**src/core/dmdp_defs.vh**
```
// constants for the data manipulation datapath
`ifndef DMDP_DEFS_VH
`define DMDP_DEFS_VH

// ************************************************************
// word layout
// ************************************************************
`define DMDP_WORD_W      36
`define DMDP_DATA_W      32
`define DMDP_PAR_W       4
`define DMDP_PAR_HI      35
`define DMDP_PAR_LO      32
`define DMDP_DATA_HI     31
`define DMDP_SCR_W       16
`define DMDP_SCR_DEPTH   16
`define DMDP_SCR_ADR_W   4
`define DMDP_SLICE_W     4
`define DMDP_NSLICE      4
`define DMDP_ZERO_WORD   36'h0_0000_0000
`define DMDP_ZERO_SCRHI  20'h0_0000
`define DMDP_NO_ZERO     6'h20
`define DMDP_PAR_ODD     1'b1

// ************************************************************
// microinstruction fields
// ************************************************************
`define DMDP_MI_W        64
`define DMDP_F_SRC_HI    3
`define DMDP_F_SRC_LO    0
`define DMDP_F_DST_HI    7
`define DMDP_F_DST_LO    4
`define DMDP_F_ADR_HI    11
`define DMDP_F_ADR_LO    8
`define DMDP_F_OP_HI     15
`define DMDP_F_OP_LO     12
`define DMDP_F_MASK_HI   19
`define DMDP_F_MASK_LO   16
`define DMDP_F_GB_DRIVE  20
`define DMDP_F_GB_LOAD   21
`define DMDP_F_MATCH     22
`define DMDP_F_PARGEN    23
`define DMDP_F_ROT_HI    37
`define DMDP_F_ROT_LO    36

// ************************************************************
// source and destination selects
// ************************************************************
`define DMDP_SEL_EXT     4'h0
`define DMDP_SEL_TEMP    4'h1
`define DMDP_SEL_FIRM    4'h2
`define DMDP_SEL_GBUF    4'h3
`define DMDP_DST_NONE    4'h0
`define DMDP_SEL_W       4

// ************************************************************
// arithmetic stage operations
// ************************************************************
`define DMDP_OP_PASS     4'h0
`define DMDP_OP_ADD      4'h1
`define DMDP_OP_SUB      4'h2
`define DMDP_OP_AND      4'h3
`define DMDP_OP_OR       4'h4
`define DMDP_OP_XOR      4'h5
`define DMDP_OP_FLZ      4'h6

// ************************************************************
// rotate amounts
// ************************************************************
`define DMDP_ROT_0       2'h0
`define DMDP_ROT_8       2'h1
`define DMDP_ROT_16      2'h2
`define DMDP_ROT_24      2'h3

`endif

```
**src/core/dmdp_scratch.v**
```verilog
// sixteen 16-bit scratch registers built from 4-bit wide slices
`include "dmdp_defs.vh"

module dmdp_scratch (
	input  wire                          clk,
	input  wire                          rst,
	input  wire                          wr_en,
	input  wire [`DMDP_SCR_ADR_W-1:0]    wr_adr,
	input  wire [`DMDP_SCR_W-1:0]        wr_data,
	input  wire [`DMDP_SCR_ADR_W-1:0]    rd_adr,
	output wire [`DMDP_SCR_W-1:0]        rd_data
);

	genvar s;
	generate
		// each slice holds four bits of every register
		for (s = 0; s < `DMDP_NSLICE; s = s + 1) begin : g_slice
			reg [`DMDP_SLICE_W-1:0] mem_reg [0:`DMDP_SCR_DEPTH-1];
			integer i;
			always @(posedge clk) begin
				if (rst) begin
					for (i = 0; i < `DMDP_SCR_DEPTH; i = i + 1) begin
						mem_reg[i] <= 4'h0;
					end
				end else if (wr_en) begin
					mem_reg[wr_adr] <= wr_data[s*`DMDP_SLICE_W +: `DMDP_SLICE_W]; // [RL9]
				end
			end
			assign rd_data[s*`DMDP_SLICE_W +: `DMDP_SLICE_W] = mem_reg[rd_adr]; // [RL9]
		end
	endgenerate

endmodule // dmdp_scratch

```
**src/core/dmdp_top.v**
```verilog
// data manipulation datapath: rotate, mask, arithmetic, parity, scratch registers
// Functional notes
// RL1: rotate data right by 0, 8, 16, 24
// RL2: mask stage blanks unselected operand bytes
// RL3: add, subtract or logic op, result to destination
// RL4: report lowest zero bit position of source
// RL5: matcher flags error when inputs differ
// RL6: fresh parity generated for produced data
// RL7: parity bits bypass the arithmetic stage
// RL8: scratch registers keep only bits 15..0
// RL9: sixteen temporary registers from 4-bit slices
// RL10: destination decode loads, source decode drives
// RL11: gating buffer passes data both directions
// RL12: one odd parity bit per byte
// RL13: no zero found gives defined indication
`include "dmdp_defs.vh"

module dmdp_top (
	input  wire                        CLK_SYS,
	input  wire                        SYS_RST,
	input  wire                        MI_VALID,
	input  wire [`DMDP_MI_W-1:0]       MI_WORD,
	input  wire [`DMDP_WORD_W-1:0]     EXT_SRC_DATA,
	input  wire [`DMDP_WORD_W-1:0]     GB_IN,
	output reg  [`DMDP_WORD_W-1:0]     GB_OUT,
	output reg                         GB_OE,
	output reg  [`DMDP_WORD_W-1:0]     DST_BUS,
	output reg                         DST_VALID,
	output reg  [`DMDP_SEL_W-1:0]      DST_SEL,
	output reg                         MATCH_ERR
);

	// ************************************************************
	// microinstruction field decode
	// ************************************************************
	wire [3:0] src_sel  = MI_WORD[`DMDP_F_SRC_HI:`DMDP_F_SRC_LO];
	wire [3:0] dst_sel  = MI_WORD[`DMDP_F_DST_HI:`DMDP_F_DST_LO];
	wire [3:0] scr_adr  = MI_WORD[`DMDP_F_ADR_HI:`DMDP_F_ADR_LO];
	wire [3:0] alu_op   = MI_WORD[`DMDP_F_OP_HI:`DMDP_F_OP_LO];
	wire [3:0] byte_msk = MI_WORD[`DMDP_F_MASK_HI:`DMDP_F_MASK_LO];
	wire [1:0] rot_sel  = MI_WORD[`DMDP_F_ROT_HI:`DMDP_F_ROT_LO];
	wire       gb_drive = MI_WORD[`DMDP_F_GB_DRIVE];
	wire       gb_load  = MI_WORD[`DMDP_F_GB_LOAD];
	wire       match_en = MI_WORD[`DMDP_F_MATCH];
	wire       par_gen  = MI_WORD[`DMDP_F_PARGEN];

	// ************************************************************
	// command strobes
	// ************************************************************
	// every strobe is qualified by a valid microinstruction
	wire       temp_wr  = MI_VALID && (dst_sel == `DMDP_SEL_TEMP);
	wire       firm_wr  = MI_VALID && (dst_sel == `DMDP_SEL_FIRM);
	wire       gbuf_wr  = MI_VALID && (dst_sel == `DMDP_SEL_GBUF);
	wire       gbuf_ld  = MI_VALID && gb_load;
	wire       match_op = MI_VALID && match_en;

	// ************************************************************
	// scratch registers and gating buffer
	// ************************************************************
	reg  [`DMDP_WORD_W-1:0] gbuf_reg;
	reg  [`DMDP_WORD_W-1:0] gbuf_next;
	reg  [`DMDP_WORD_W-1:0] src_bus;
	reg  [`DMDP_WORD_W-1:0] result;
	wire [`DMDP_SCR_W-1:0]  temp_rd;
	wire [`DMDP_SCR_W-1:0]  firm_rd;
	wire                    ld = MI_VALID && (dst_sel != `DMDP_DST_NONE);

	dmdp_scratch u_temp (
		.clk     (CLK_SYS),
		.rst     (SYS_RST),
		.wr_en   (temp_wr),                                        // [RL10]
		.wr_adr  (scr_adr),
		.wr_data (result[`DMDP_SCR_W-1:0]),                       // [RL8]
		.rd_adr  (scr_adr),
		.rd_data (temp_rd)
	);

	dmdp_scratch u_firm (
		.clk     (CLK_SYS),
		.rst     (SYS_RST),
		.wr_en   (firm_wr),                                        // [RL10]
		.wr_adr  (scr_adr),
		.wr_data (result[`DMDP_SCR_W-1:0]),                       // [RL8]
		.rd_adr  (scr_adr),
		.rd_data (firm_rd)
	);

	// ************************************************************
	// source decode
	// ************************************************************
	always @* begin
		case (src_sel) // [RL10]
			`DMDP_SEL_TEMP: src_bus = {`DMDP_ZERO_SCRHI, temp_rd}; // [RL8]
			`DMDP_SEL_FIRM: src_bus = {`DMDP_ZERO_SCRHI, firm_rd}; // [RL8]
			`DMDP_SEL_GBUF: src_bus = gbuf_reg;                    // [RL11]
			default:        src_bus = EXT_SRC_DATA;
		endcase
	end

	// ************************************************************
	// rotate and mask
	// ************************************************************
	wire [`DMDP_DATA_W-1:0] src_data = src_bus[`DMDP_DATA_HI:0];
	wire [`DMDP_PAR_W-1:0]  src_par  = src_bus[`DMDP_PAR_HI:`DMDP_PAR_LO];
	reg  [`DMDP_DATA_W-1:0] rot_data;

	always @* begin
		case (rot_sel) // [RL1]
			`DMDP_ROT_8:  rot_data = {src_data[7:0],  src_data[31:8]};
			`DMDP_ROT_16: rot_data = {src_data[15:0], src_data[31:16]};
			`DMDP_ROT_24: rot_data = {src_data[23:0], src_data[31:24]};
			default:      rot_data = src_data;
		endcase
	end

	wire [`DMDP_DATA_W-1:0] msk_data;
	wire [`DMDP_PAR_W-1:0]  gen_par;
	wire [`DMDP_DATA_W-1:0] opb = DST_BUS[`DMDP_DATA_HI:0];
	reg  [`DMDP_DATA_W-1:0] alu_out;

	genvar b;
	generate
		for (b = 0; b < `DMDP_NSLICE; b = b + 1) begin : g_byte
			// unselected bytes are forced to zero
			assign msk_data[b*8 +: 8] = byte_msk[b] ? rot_data[b*8 +: 8] : 8'h00; // [RL2]
			// one parity bit per byte, in byte order
			assign gen_par[b] = (^alu_out[b*8 +: 8]) ^ `DMDP_PAR_ODD;      // [RL12]
		end
	endgenerate

	// ************************************************************
	// find low zero
	// ************************************************************
	reg [5:0] flz_pos;
	integer   k;
	always @* begin
		flz_pos = `DMDP_NO_ZERO; // [RL13]
		for (k = `DMDP_DATA_W - 1; k >= 0; k = k - 1) begin
			if (!src_data[k]) begin
				flz_pos = k[5:0]; // [RL4]
			end
		end
	end

	// ************************************************************
	// arithmetic stage and parity bypass
	// ************************************************************
	always @* begin
		case (alu_op) // [RL3]
			`DMDP_OP_ADD: alu_out = msk_data + opb;
			`DMDP_OP_SUB: alu_out = msk_data - opb;
			`DMDP_OP_AND: alu_out = msk_data & opb;
			`DMDP_OP_OR:  alu_out = msk_data | opb;
			`DMDP_OP_XOR: alu_out = msk_data ^ opb;
			`DMDP_OP_FLZ: alu_out = {26'h000_0000, flz_pos}; // [RL4]
			default:      alu_out = msk_data;
		endcase
	end

	always @* begin
		// parity lanes go around the arithmetic stage unless regenerated
		if (par_gen) begin
			result = {gen_par, alu_out}; // [RL6]
		end else begin
			result = {src_par, alu_out}; // [RL7]
		end
	end

	// ************************************************************
	// gating buffer
	// ************************************************************
	always @* begin
		gbuf_next = gbuf_reg;
		// a load from the gating bus wins over a destination load
		if (gbuf_ld) begin
			gbuf_next = GB_IN;  // [RL11]
		end else if (gbuf_wr) begin
			gbuf_next = result; // [RL11]
		end
	end

	// ************************************************************
	// destination bus register
	// ************************************************************
	// the destination bus also serves as operand b of the next operation
	always @(posedge CLK_SYS) begin
		if (SYS_RST) begin
			DST_BUS   <= `DMDP_ZERO_WORD;
			DST_VALID <= 1'b0;
			DST_SEL   <= `DMDP_DST_NONE;
		end else begin
			DST_VALID <= ld;
			if (ld) begin
				DST_BUS <= result;                        // [RL3]
				DST_SEL <= dst_sel;                       // [RL10]
			end
		end
	end

	// ************************************************************
	// gating bus drive
	// ************************************************************
	// drive enable is cleared in the cycle after a load, so it keeps its previous value during the load itself
	always @(posedge CLK_SYS) begin
		if (SYS_RST) begin
			gbuf_reg <= `DMDP_ZERO_WORD;
			GB_OUT   <= `DMDP_ZERO_WORD;
			GB_OE    <= 1'b0;
		end else begin
			gbuf_reg <= gbuf_next;
			GB_OUT   <= gbuf_next;                        // [RL11]
			if (MI_VALID) begin
				GB_OE <= gb_drive && !gb_load;            // [RL11]
			end
		end
	end

	// ************************************************************
	// matcher
	// ************************************************************
	// the error level holds until the next match operation
	always @(posedge CLK_SYS) begin
		if (SYS_RST) begin
			MATCH_ERR <= 1'b0;
		end else if (match_op) begin
			MATCH_ERR <= (msk_data != opb);               // [RL5]
		end
	end

endmodule // dmdp_top

```
**config.mk**
```make
export PLATFORM = sky130hd
export DESIGN_NAME = dmdp_top
export DESIGN_NICKNAME = d
export VERILOG_FILES = /design/src/core/dmdp_scratch.v /design/src/core/dmdp_top.v
export VERILOG_INCLUDE_DIRS = /design/src /design/src/core
export SDC_FILE = /design/constraint.sdc
export NUM_CORES = 1
export LEC_CHECK = 0
export ABC_AREA = 0
export BUFFER_PORTS_ARGS = -buffer_cell sky130_fd_sc_hd__buf_2
export CORE_AREA = 2 2 273 221
export CTS_CLUSTER_DIAMETER = 40
export DETAILED_ROUTE_END_ITERATION = 8
export DIE_AREA = 0 0 275 223
export HOLD_SLACK_MARGIN = 0.08
export PLACE_DENSITY = 0.76
export SKIP_CTS_REPAIR_TIMING = 1
export SLEW_MARGIN = 5
export SYNTH_ARGS = -nofsm -noshare
export SYNTH_HDL_FRONTEND = slang
export SYNTH_HIERARCHICAL = 1
export SYNTH_SLANG_ARGS = --single-unit
```
**constraint.sdc**
```tcl
create_clock -name CLK_SYS -period 17.5 [get_ports CLK_SYS]
set_input_delay 0 -clock CLK_SYS [delete_from_list [all_inputs] [get_ports CLK_SYS]]
set_output_delay 0 -clock CLK_SYS [all_outputs]
set_load 0.03 [all_outputs]
```
==> summary.md, run 1 <==
| Metric | Value |
|---|---|
| Vias in the first global route | 23770 |
| Post-synth EDFFs | 512 |
| Dpl cell area | 0.03508 sq mm |
| CTS H-tree lvls | 3 |
| Clock buffer depth | 3 |
| Crit-path max cell delay | 920 ps |
| CP Capture Type | flop |
| Final setup vio count | 0 |
| Ys async rst share | 0% |
| Max cap viols | 0 |
| Top-area cell type share of the netlist area | 45.76% |
| Hold path depth | 3 |
| Worst R2R End | gbuf_reg[35] |
| Worst Reg2Reg Path Length in Cells | 26 |
| Capture point of the worst path | gbuf_reg[35] |
| Startpoint Class | input pin |
| Crit Path Max Fanout | 52 |
| Static Leakage | 0.01497 uW |
| Die height | 223 microns |
| CTS tree | yes |
| I/O pin cnt | 218 |
| Design area | 0.03833 sq mm |
| Library cells used by synthesis | 101 |
| FMAX | 106.5 MHz |
| Area Growth Syn to Fin | 14.07% |
| Final Total Pwr | 3979 uW |
| Commonest cells post-synth | and2_1, edfxtp_1, nor2_1, clkbuf_1, nand2_1 |
| Pwr Density | 103.8 mW/mm^2 |
| Critical Path Source | MI_WORD[8] |
| Root Driver | clkbuf_16 |
| Outcome | completed |
| Wire length per cell | 26.96 microns |
| CTS buffer count | 78 |
| VDD IR-drop max | 0.09654 mV |
| Dpl hpwl | 68960 microns |
| FF+latch count, synth | 591 |
| Core ar. | 0.05886 sq mm |
| Largest cells by area after synthesis | edfxtp_1, and2_1, mux4_2 |
| Worst-path clk slew | 50 ps |
| Worst path arrival time | 9890 ps |
| Top-count cell post-synth | and2_1 |
| Worst R2R Start | u_temp/g_slice[2].mem_reg[11][0] |
| Rel. slew slack | 7.038% |
| CP max-delay cell | a211oi_1 |
| Layout cell share with drive strength beyond 1 | 18.92% |
| Mean post-synth cell area | 11.57 sq um |
| Final antenna-violating net count | 0 |
| Largest net degree at the start of global routing | 59 |
| Setup TNS | 0 ps |
| Final wirelength | 105400 microns |
| Post-synth top flop | edfxtp_1 |
| Initial antenna violation count | 4 |
| Slew @ Worst Pin | 1389 ps |
| Clk_skew | 37.66 ps |
| FF-to-FF setup slack | 8990 ps |
| Starting Density | 57.08% |
| Total grt overflow | 0 |
| Tot GR Track Use | 33.79% |
| Rows | 80 |
| Drt drc | 0 |
| Synthesized Nets | 3143 |
| DR iter-0 viols | 3311 |
| Required @ worst endpoint | 18010 ps |
| Clock sink count | 591 |
| Final Hold Fails | 0 |
| Sequential area share after synthesis | 50.47% |
| Cell taking the most area after synthesis | edfxtp_1 |
| Die extent in x | 275 microns |
| Hold Crit Class | input pin to flop |
| Fin nets | 3303 |
| Vias per std cell | 6.503 |
| First-pass GRT wire length | 152800 microns |
| Die Footprint | 0.06133 sq mm |
| Setup repair after global routing missed its margin | false |
| Post-Syn Area | 0.03360 sq mm |
| IO Port Bufs | 179 |
| Clock Latency Late Sink | 640 ps |
| Slew Viols, Final | 0 |
| Drt first pass iters | 6 |
| GPL Wtd Cong | 0.9589 |
| Period minus WS final | 9387 ps |
| Synth warnings | 6 |
| Vias | 25430 |
| Mapped Cells | 2905 |
| CP Class | input pin to flop |
| Tcrit/Tclk final | 53.64% |
-- report_power, final --
part,internal (uW),switching (uW)
registers,1580,29.4
logic,260,532
clock network,936,641
total,2780,1200
-- metal layers --
| layer | global-route usage (%) | wire length (microns) | vias to the layer above |
|---|---|---|---|
| li1 | - | - | 11050 |
| met1 | 48.83 | 41750 | 12500 |
| met2 | 49.78 | 47060 | 1632 |
| met3 | 8.707 | 12690 | 251 |
| met4 | 11.65 | 3910 | 4 |
| met5 | 0 | 18 | - |
-- metrics by stage --
stage	utilization, %	hold slack, ps	cells	setup slack [ps]
global placement	59.60	223.4	3700	8398
finish	65.12	64.56	3911	8113
floorplan	-	136.0	2905	11670
CTS	64.01	-432.6	3844	8910
detailed placement	59.60	234.2	3700	8342
global route	65.11	117.4	3909	7671
-- layout make-up --
| type | count | area [sq um] |
|---|---|---|
| Antenna cell | 3 | 7.507 |
| Clock buffer | 93 | 2081 |
| Clock inverter | 51 | 513.0 |
| Fill cell | 4415 | 20530 |
| Inverter | 106 | 397.9 |
| Multi-Input combinational cell | 1990 | 15430 |
| Sequential cell | 591 | 16960 |
| Tap cell | 779 | 974.7 |
| Timing Repair Buffer | 298 | 1968 |
-- how the worst min path moves through the flow --
stage / startpoint / end
4_1_cts: GB_IN[11] / gbuf_reg[11]
3_5_place_dp: GB_IN[10] / gbuf_reg[10]
3_3_place_gp: GB_IN[4] / gbuf_reg[4]
6_report: MI_WORD[21] / gbuf_reg[27]
2_1_floorplan: MI_WORD[6] / DST_SEL[2]
5_1_grt: MI_WORD[21] / gbuf_reg[29]
-- worst max-delay path: cells and delay by family --
family / cells / cell delay [ps]
AOI/OAI and AO/OA: 13 / 4360
buffers and inverters: 5 / 2730
muxes: 2 / 830
adders and majority gates: 2 / 740
xor gates and xnor gates: 3 / 780
and+or+nand+nor: 3 / 320
-- cells by family (layout without fill, tap and decap cells) --
logic type / after synthesis / count (layout) / synth area share (%)
AND/OR/NAND/NOR: 1067 / 1067 / 17.43
multiplexers: 189 / 189 / 10.50
flip-flops: 591 / 591 / 50.47
XOR/XNOR: 33 / 33 / 1.073
AO/OA/AOI/OAI: 602 / 602 / 12.87
adder cells (fa/ha/maj): 99 / 99 / 3.732
other: 0 / 3 / 0
buffers and inverters: 324 / 548 / 3.921
-- cells in the final DEF (no fill, tap or decap), types with 51 or more instances in the layout --
| cell | instances |
|---|---|
| dlygate4sd3_1 | 64 |
| a21oi_1 | 117 |
| ha_1 | 97 |
| nor2_1 | 204 |
| nand2_1 | 150 |
| buf_2 | 176 |
| a22oi_1 | 91 |
| and2_1 | 524 |
| edfxtp_1 | 512 |
| mux4_2 | 130 |
| mux2i_1 | 51 |
| buf_4 | 56 |
| clkbuf_16 | 80 |
| dfxtp_1 | 79 |
| a211oi_1 | 65 |
| inv_1 | 106 |
| o21ai_0 | 68 |
(Power assumes the default switching activity.)
==> inputs of run 2 (changes only) <==
==> constraint.sdc (replaced) <==
create_clock -name CLK_SYS -period 9.2 [get_ports CLK_SYS]
set_input_delay 0 -clock CLK_SYS [delete_from_list [all_inputs] [get_ports CLK_SYS]]
set_output_delay 0 -clock CLK_SYS [all_outputs]
set_load 0.03 [all_outputs]
==> run 2 against run 1 <==
Count of clock-buffer cells in the layout down 4; non-clock buffer count increased by 37; total power increased by 96%; via count rose by 1.6%; clock power up 100%; worst setup slack worse by 7400 ps; flip-flop and latch count did not move; critical path type unchanged; highest routed layer unchanged.
==> summary.md, run 2 (same netlist as run 1, synthesis figures left out) <==
| Metric | Value |
|---|---|
| I/O pin cnt | 218 |
| Post-Layout Cell Count | 3958 |
| Hold Crit Class | input pin to flop |
| Dpl cell area | 0.03523 sq mm |
| First-pass GRT wire length | 150500 microns |
| Core ar. | 0.05886 sq mm |
| Tcrit/Tclk final | 92.31% |
| Initial antenna violation count | 7 |
| Rows | 80 |
| DR iter-0 viols | 3710 |
| Wire length per cell | 26.71 microns |
| Fillers | 4273 |
| Die Footprint | 0.06133 sq mm |
| Outcome | completed |
| Die height | 223 microns |
| Max cap viols | 0 |
| Worst R2R Start | u_temp/g_slice[1].mem_reg[3][0] |
| CTS tree | yes |
| Clk_skew | 37.77 ps |
| Worst R2R End | DST_BUS[33] |
| Final antenna-violating net count | 0 |
| Most frequent cells in the layout | and2_1, edfxtp_1, nor2_1, buf_2, nand2_1 |
| Capture point of the worst path | DST_BUS[33] |
| Worst Reg2Reg Path Length in Cells | 24 |
| Dpl hpwl | 68170 microns |
| Die extent in x | 275 microns |
| Required @ worst endpoint | 9770 ps |
| Most common cell after layout, fill and taps aside | and2_1 |
| CTS buffer count | 81 |
| Vias | 25830 |
| CP Capture Type | flop |
| Layout cell share with drive strength beyond 1 | 19.64% |
| Placed insts | 3720 |
| Pwr Density | 200.5 mW/mm^2 |
| VDD IR-drop max | 0.1576 mV |
| Drt drc | 0 |
| Starting Density | 57.08% |
| Final wirelength | 105700 microns |
| Clock buffer depth | 3 |
| Worst path arrival time | 9060 ps |
| IO Port Bufs | 179 |
| Area Growth Syn to Fin | 15.60% |
| Clock sink count | 591 |
| Vias per std cell | 6.526 |
| Period minus WS final | 8492 ps |
| Design area | 0.03884 sq mm |
| Root Driver | clkbuf_16 |
| Final setup vio count | 0 |
| Tot GR Track Use | 33.14% |
| Critical Path Source | MI_WORD[8] |
| Setup repair after global routing missed its margin | false |
| Largest net degree at the start of global routing | 94 |
| Slew @ Worst Pin | 1208 ps |
| Startpoint Class | input pin |
| Fin nets | 3343 |
| Setup TNS | 0 ps |
| CP Class | input pin to flop |
| FF-to-FF setup slack | 730 ps |
| CTS H-tree lvls | 3 |
| Vias in the first global route | 24020 |
| Total grt overflow | 0 |
| GPL Wtd Cong | 0.9477 |
| FMAX | 117.8 MHz |
| Crit Path Max Fanout | 86 |
| Slew Viols, Final | 0 |
| Rel. slew slack | 19.36% |
| Worst-path clk slew | 60 ps |
| Static Leakage | 0.01528 uW |
| Final Hold Fails | 0 |
| Drt first pass iters | 6 |
| Clock Latency Late Sink | 640 ps |
==> run 2: cell types whose count changed in the layout (fill, tap and decap cells not counted), moves of 4 or more <==
cell	delta
dlygate4sd3_1	+17
clkinv_2	-5
inv_8	+8
buf_4	+20
diode_2	+4
clkinv_4	+7
clkbuf_1	-5
==> run 2: how the worst min path moves through the flow <==
| stage | start | end | cells past startpoint |
|---|---|---|---|
| 3_3_place_gp | GB_IN[26] | gbuf_reg[26] | 3 |
| 4_1_cts | GB_IN[8] | gbuf_reg[8] | 3 |
| 6_report | MI_VALID | MATCH_ERR | 4 |
| 2_1_floorplan | MI_WORD[6] | DST_SEL[2] | 2 |
| 3_5_place_dp | GB_IN[8] | gbuf_reg[8] | 3 |
| 5_1_grt | SYS_RST | gbuf_reg[27] | 2 |
==> run 2: critical path: stages <==
cell,delay [ps]
buf_8,730
buf_4,550
mux4_2,570
a22oi_1,280
nand2_1,140
mux2i_1,220
a2bb2oi_1,140
o22ai_1,450
mux2_2,290
mux2i_1,100
and2_1,310
inv_1,90
ha_1,350
nor3_2,340
nand2_1,110
o311a_4,380
a21bo_1,240
a221o_1,350
a221oi_4,530
xnor2_1,150
xnor2_1,320
xnor3_1,530
xnor2_1,290
a21oi_1,140
dlygate4sd3_1,580
a211oi_1,250
dlygate4sd3_1,580
==> run 2: routing by layer <==
metal  vias to the layer above  global-route usage, %  share of wire (%)
met5                         -                      0              0.031
met4                         4                  14.68                4.6
met1                     12670                  45.93                 38
li1                      11150                      -                  -
met3                       306                  8.115                 11
met2                      1707                  49.80                 46
==> run 2: stage by stage <==
step	utilization, %	setup slack [ps]	power, uW	hold slack, ps
after floorplan	-	3375	4025	136.0
after global placement	59.85	1395	4513	227.7
after detailed placement	59.85	1289	4550	233.8
after CTS	64.58	1914	7715	-424.3
after global routing	65.98	279.7	7996	90.86
final	65.99	707.7	7786	47.53
==> run 2: report_power, final <==
group          switching [uW]  internal [uW]  total [uW]
registers                58.3           3010        3060
logic                    1010            517        1530
clock network            1300           1900        3200
total                    2370           5420        7790
==> run 2: layout make-up <==
type | instances | area [sq um] | area share (%)
flip-flops and latches | 591 | 16960 | 43.66
multi-input cells | 1990 | 15420 | 39.70
clock buffers | 89 | 2098 | 5.402
well taps | 779 | 974.7 | 2.510
repair buffers | 335 | 2288 | 5.892
clock inverters | 61 | 686.9 | 1.769
diodes | 7 | 17.52 | 0.04510
inverters | 106 | 397.9 | 1.024
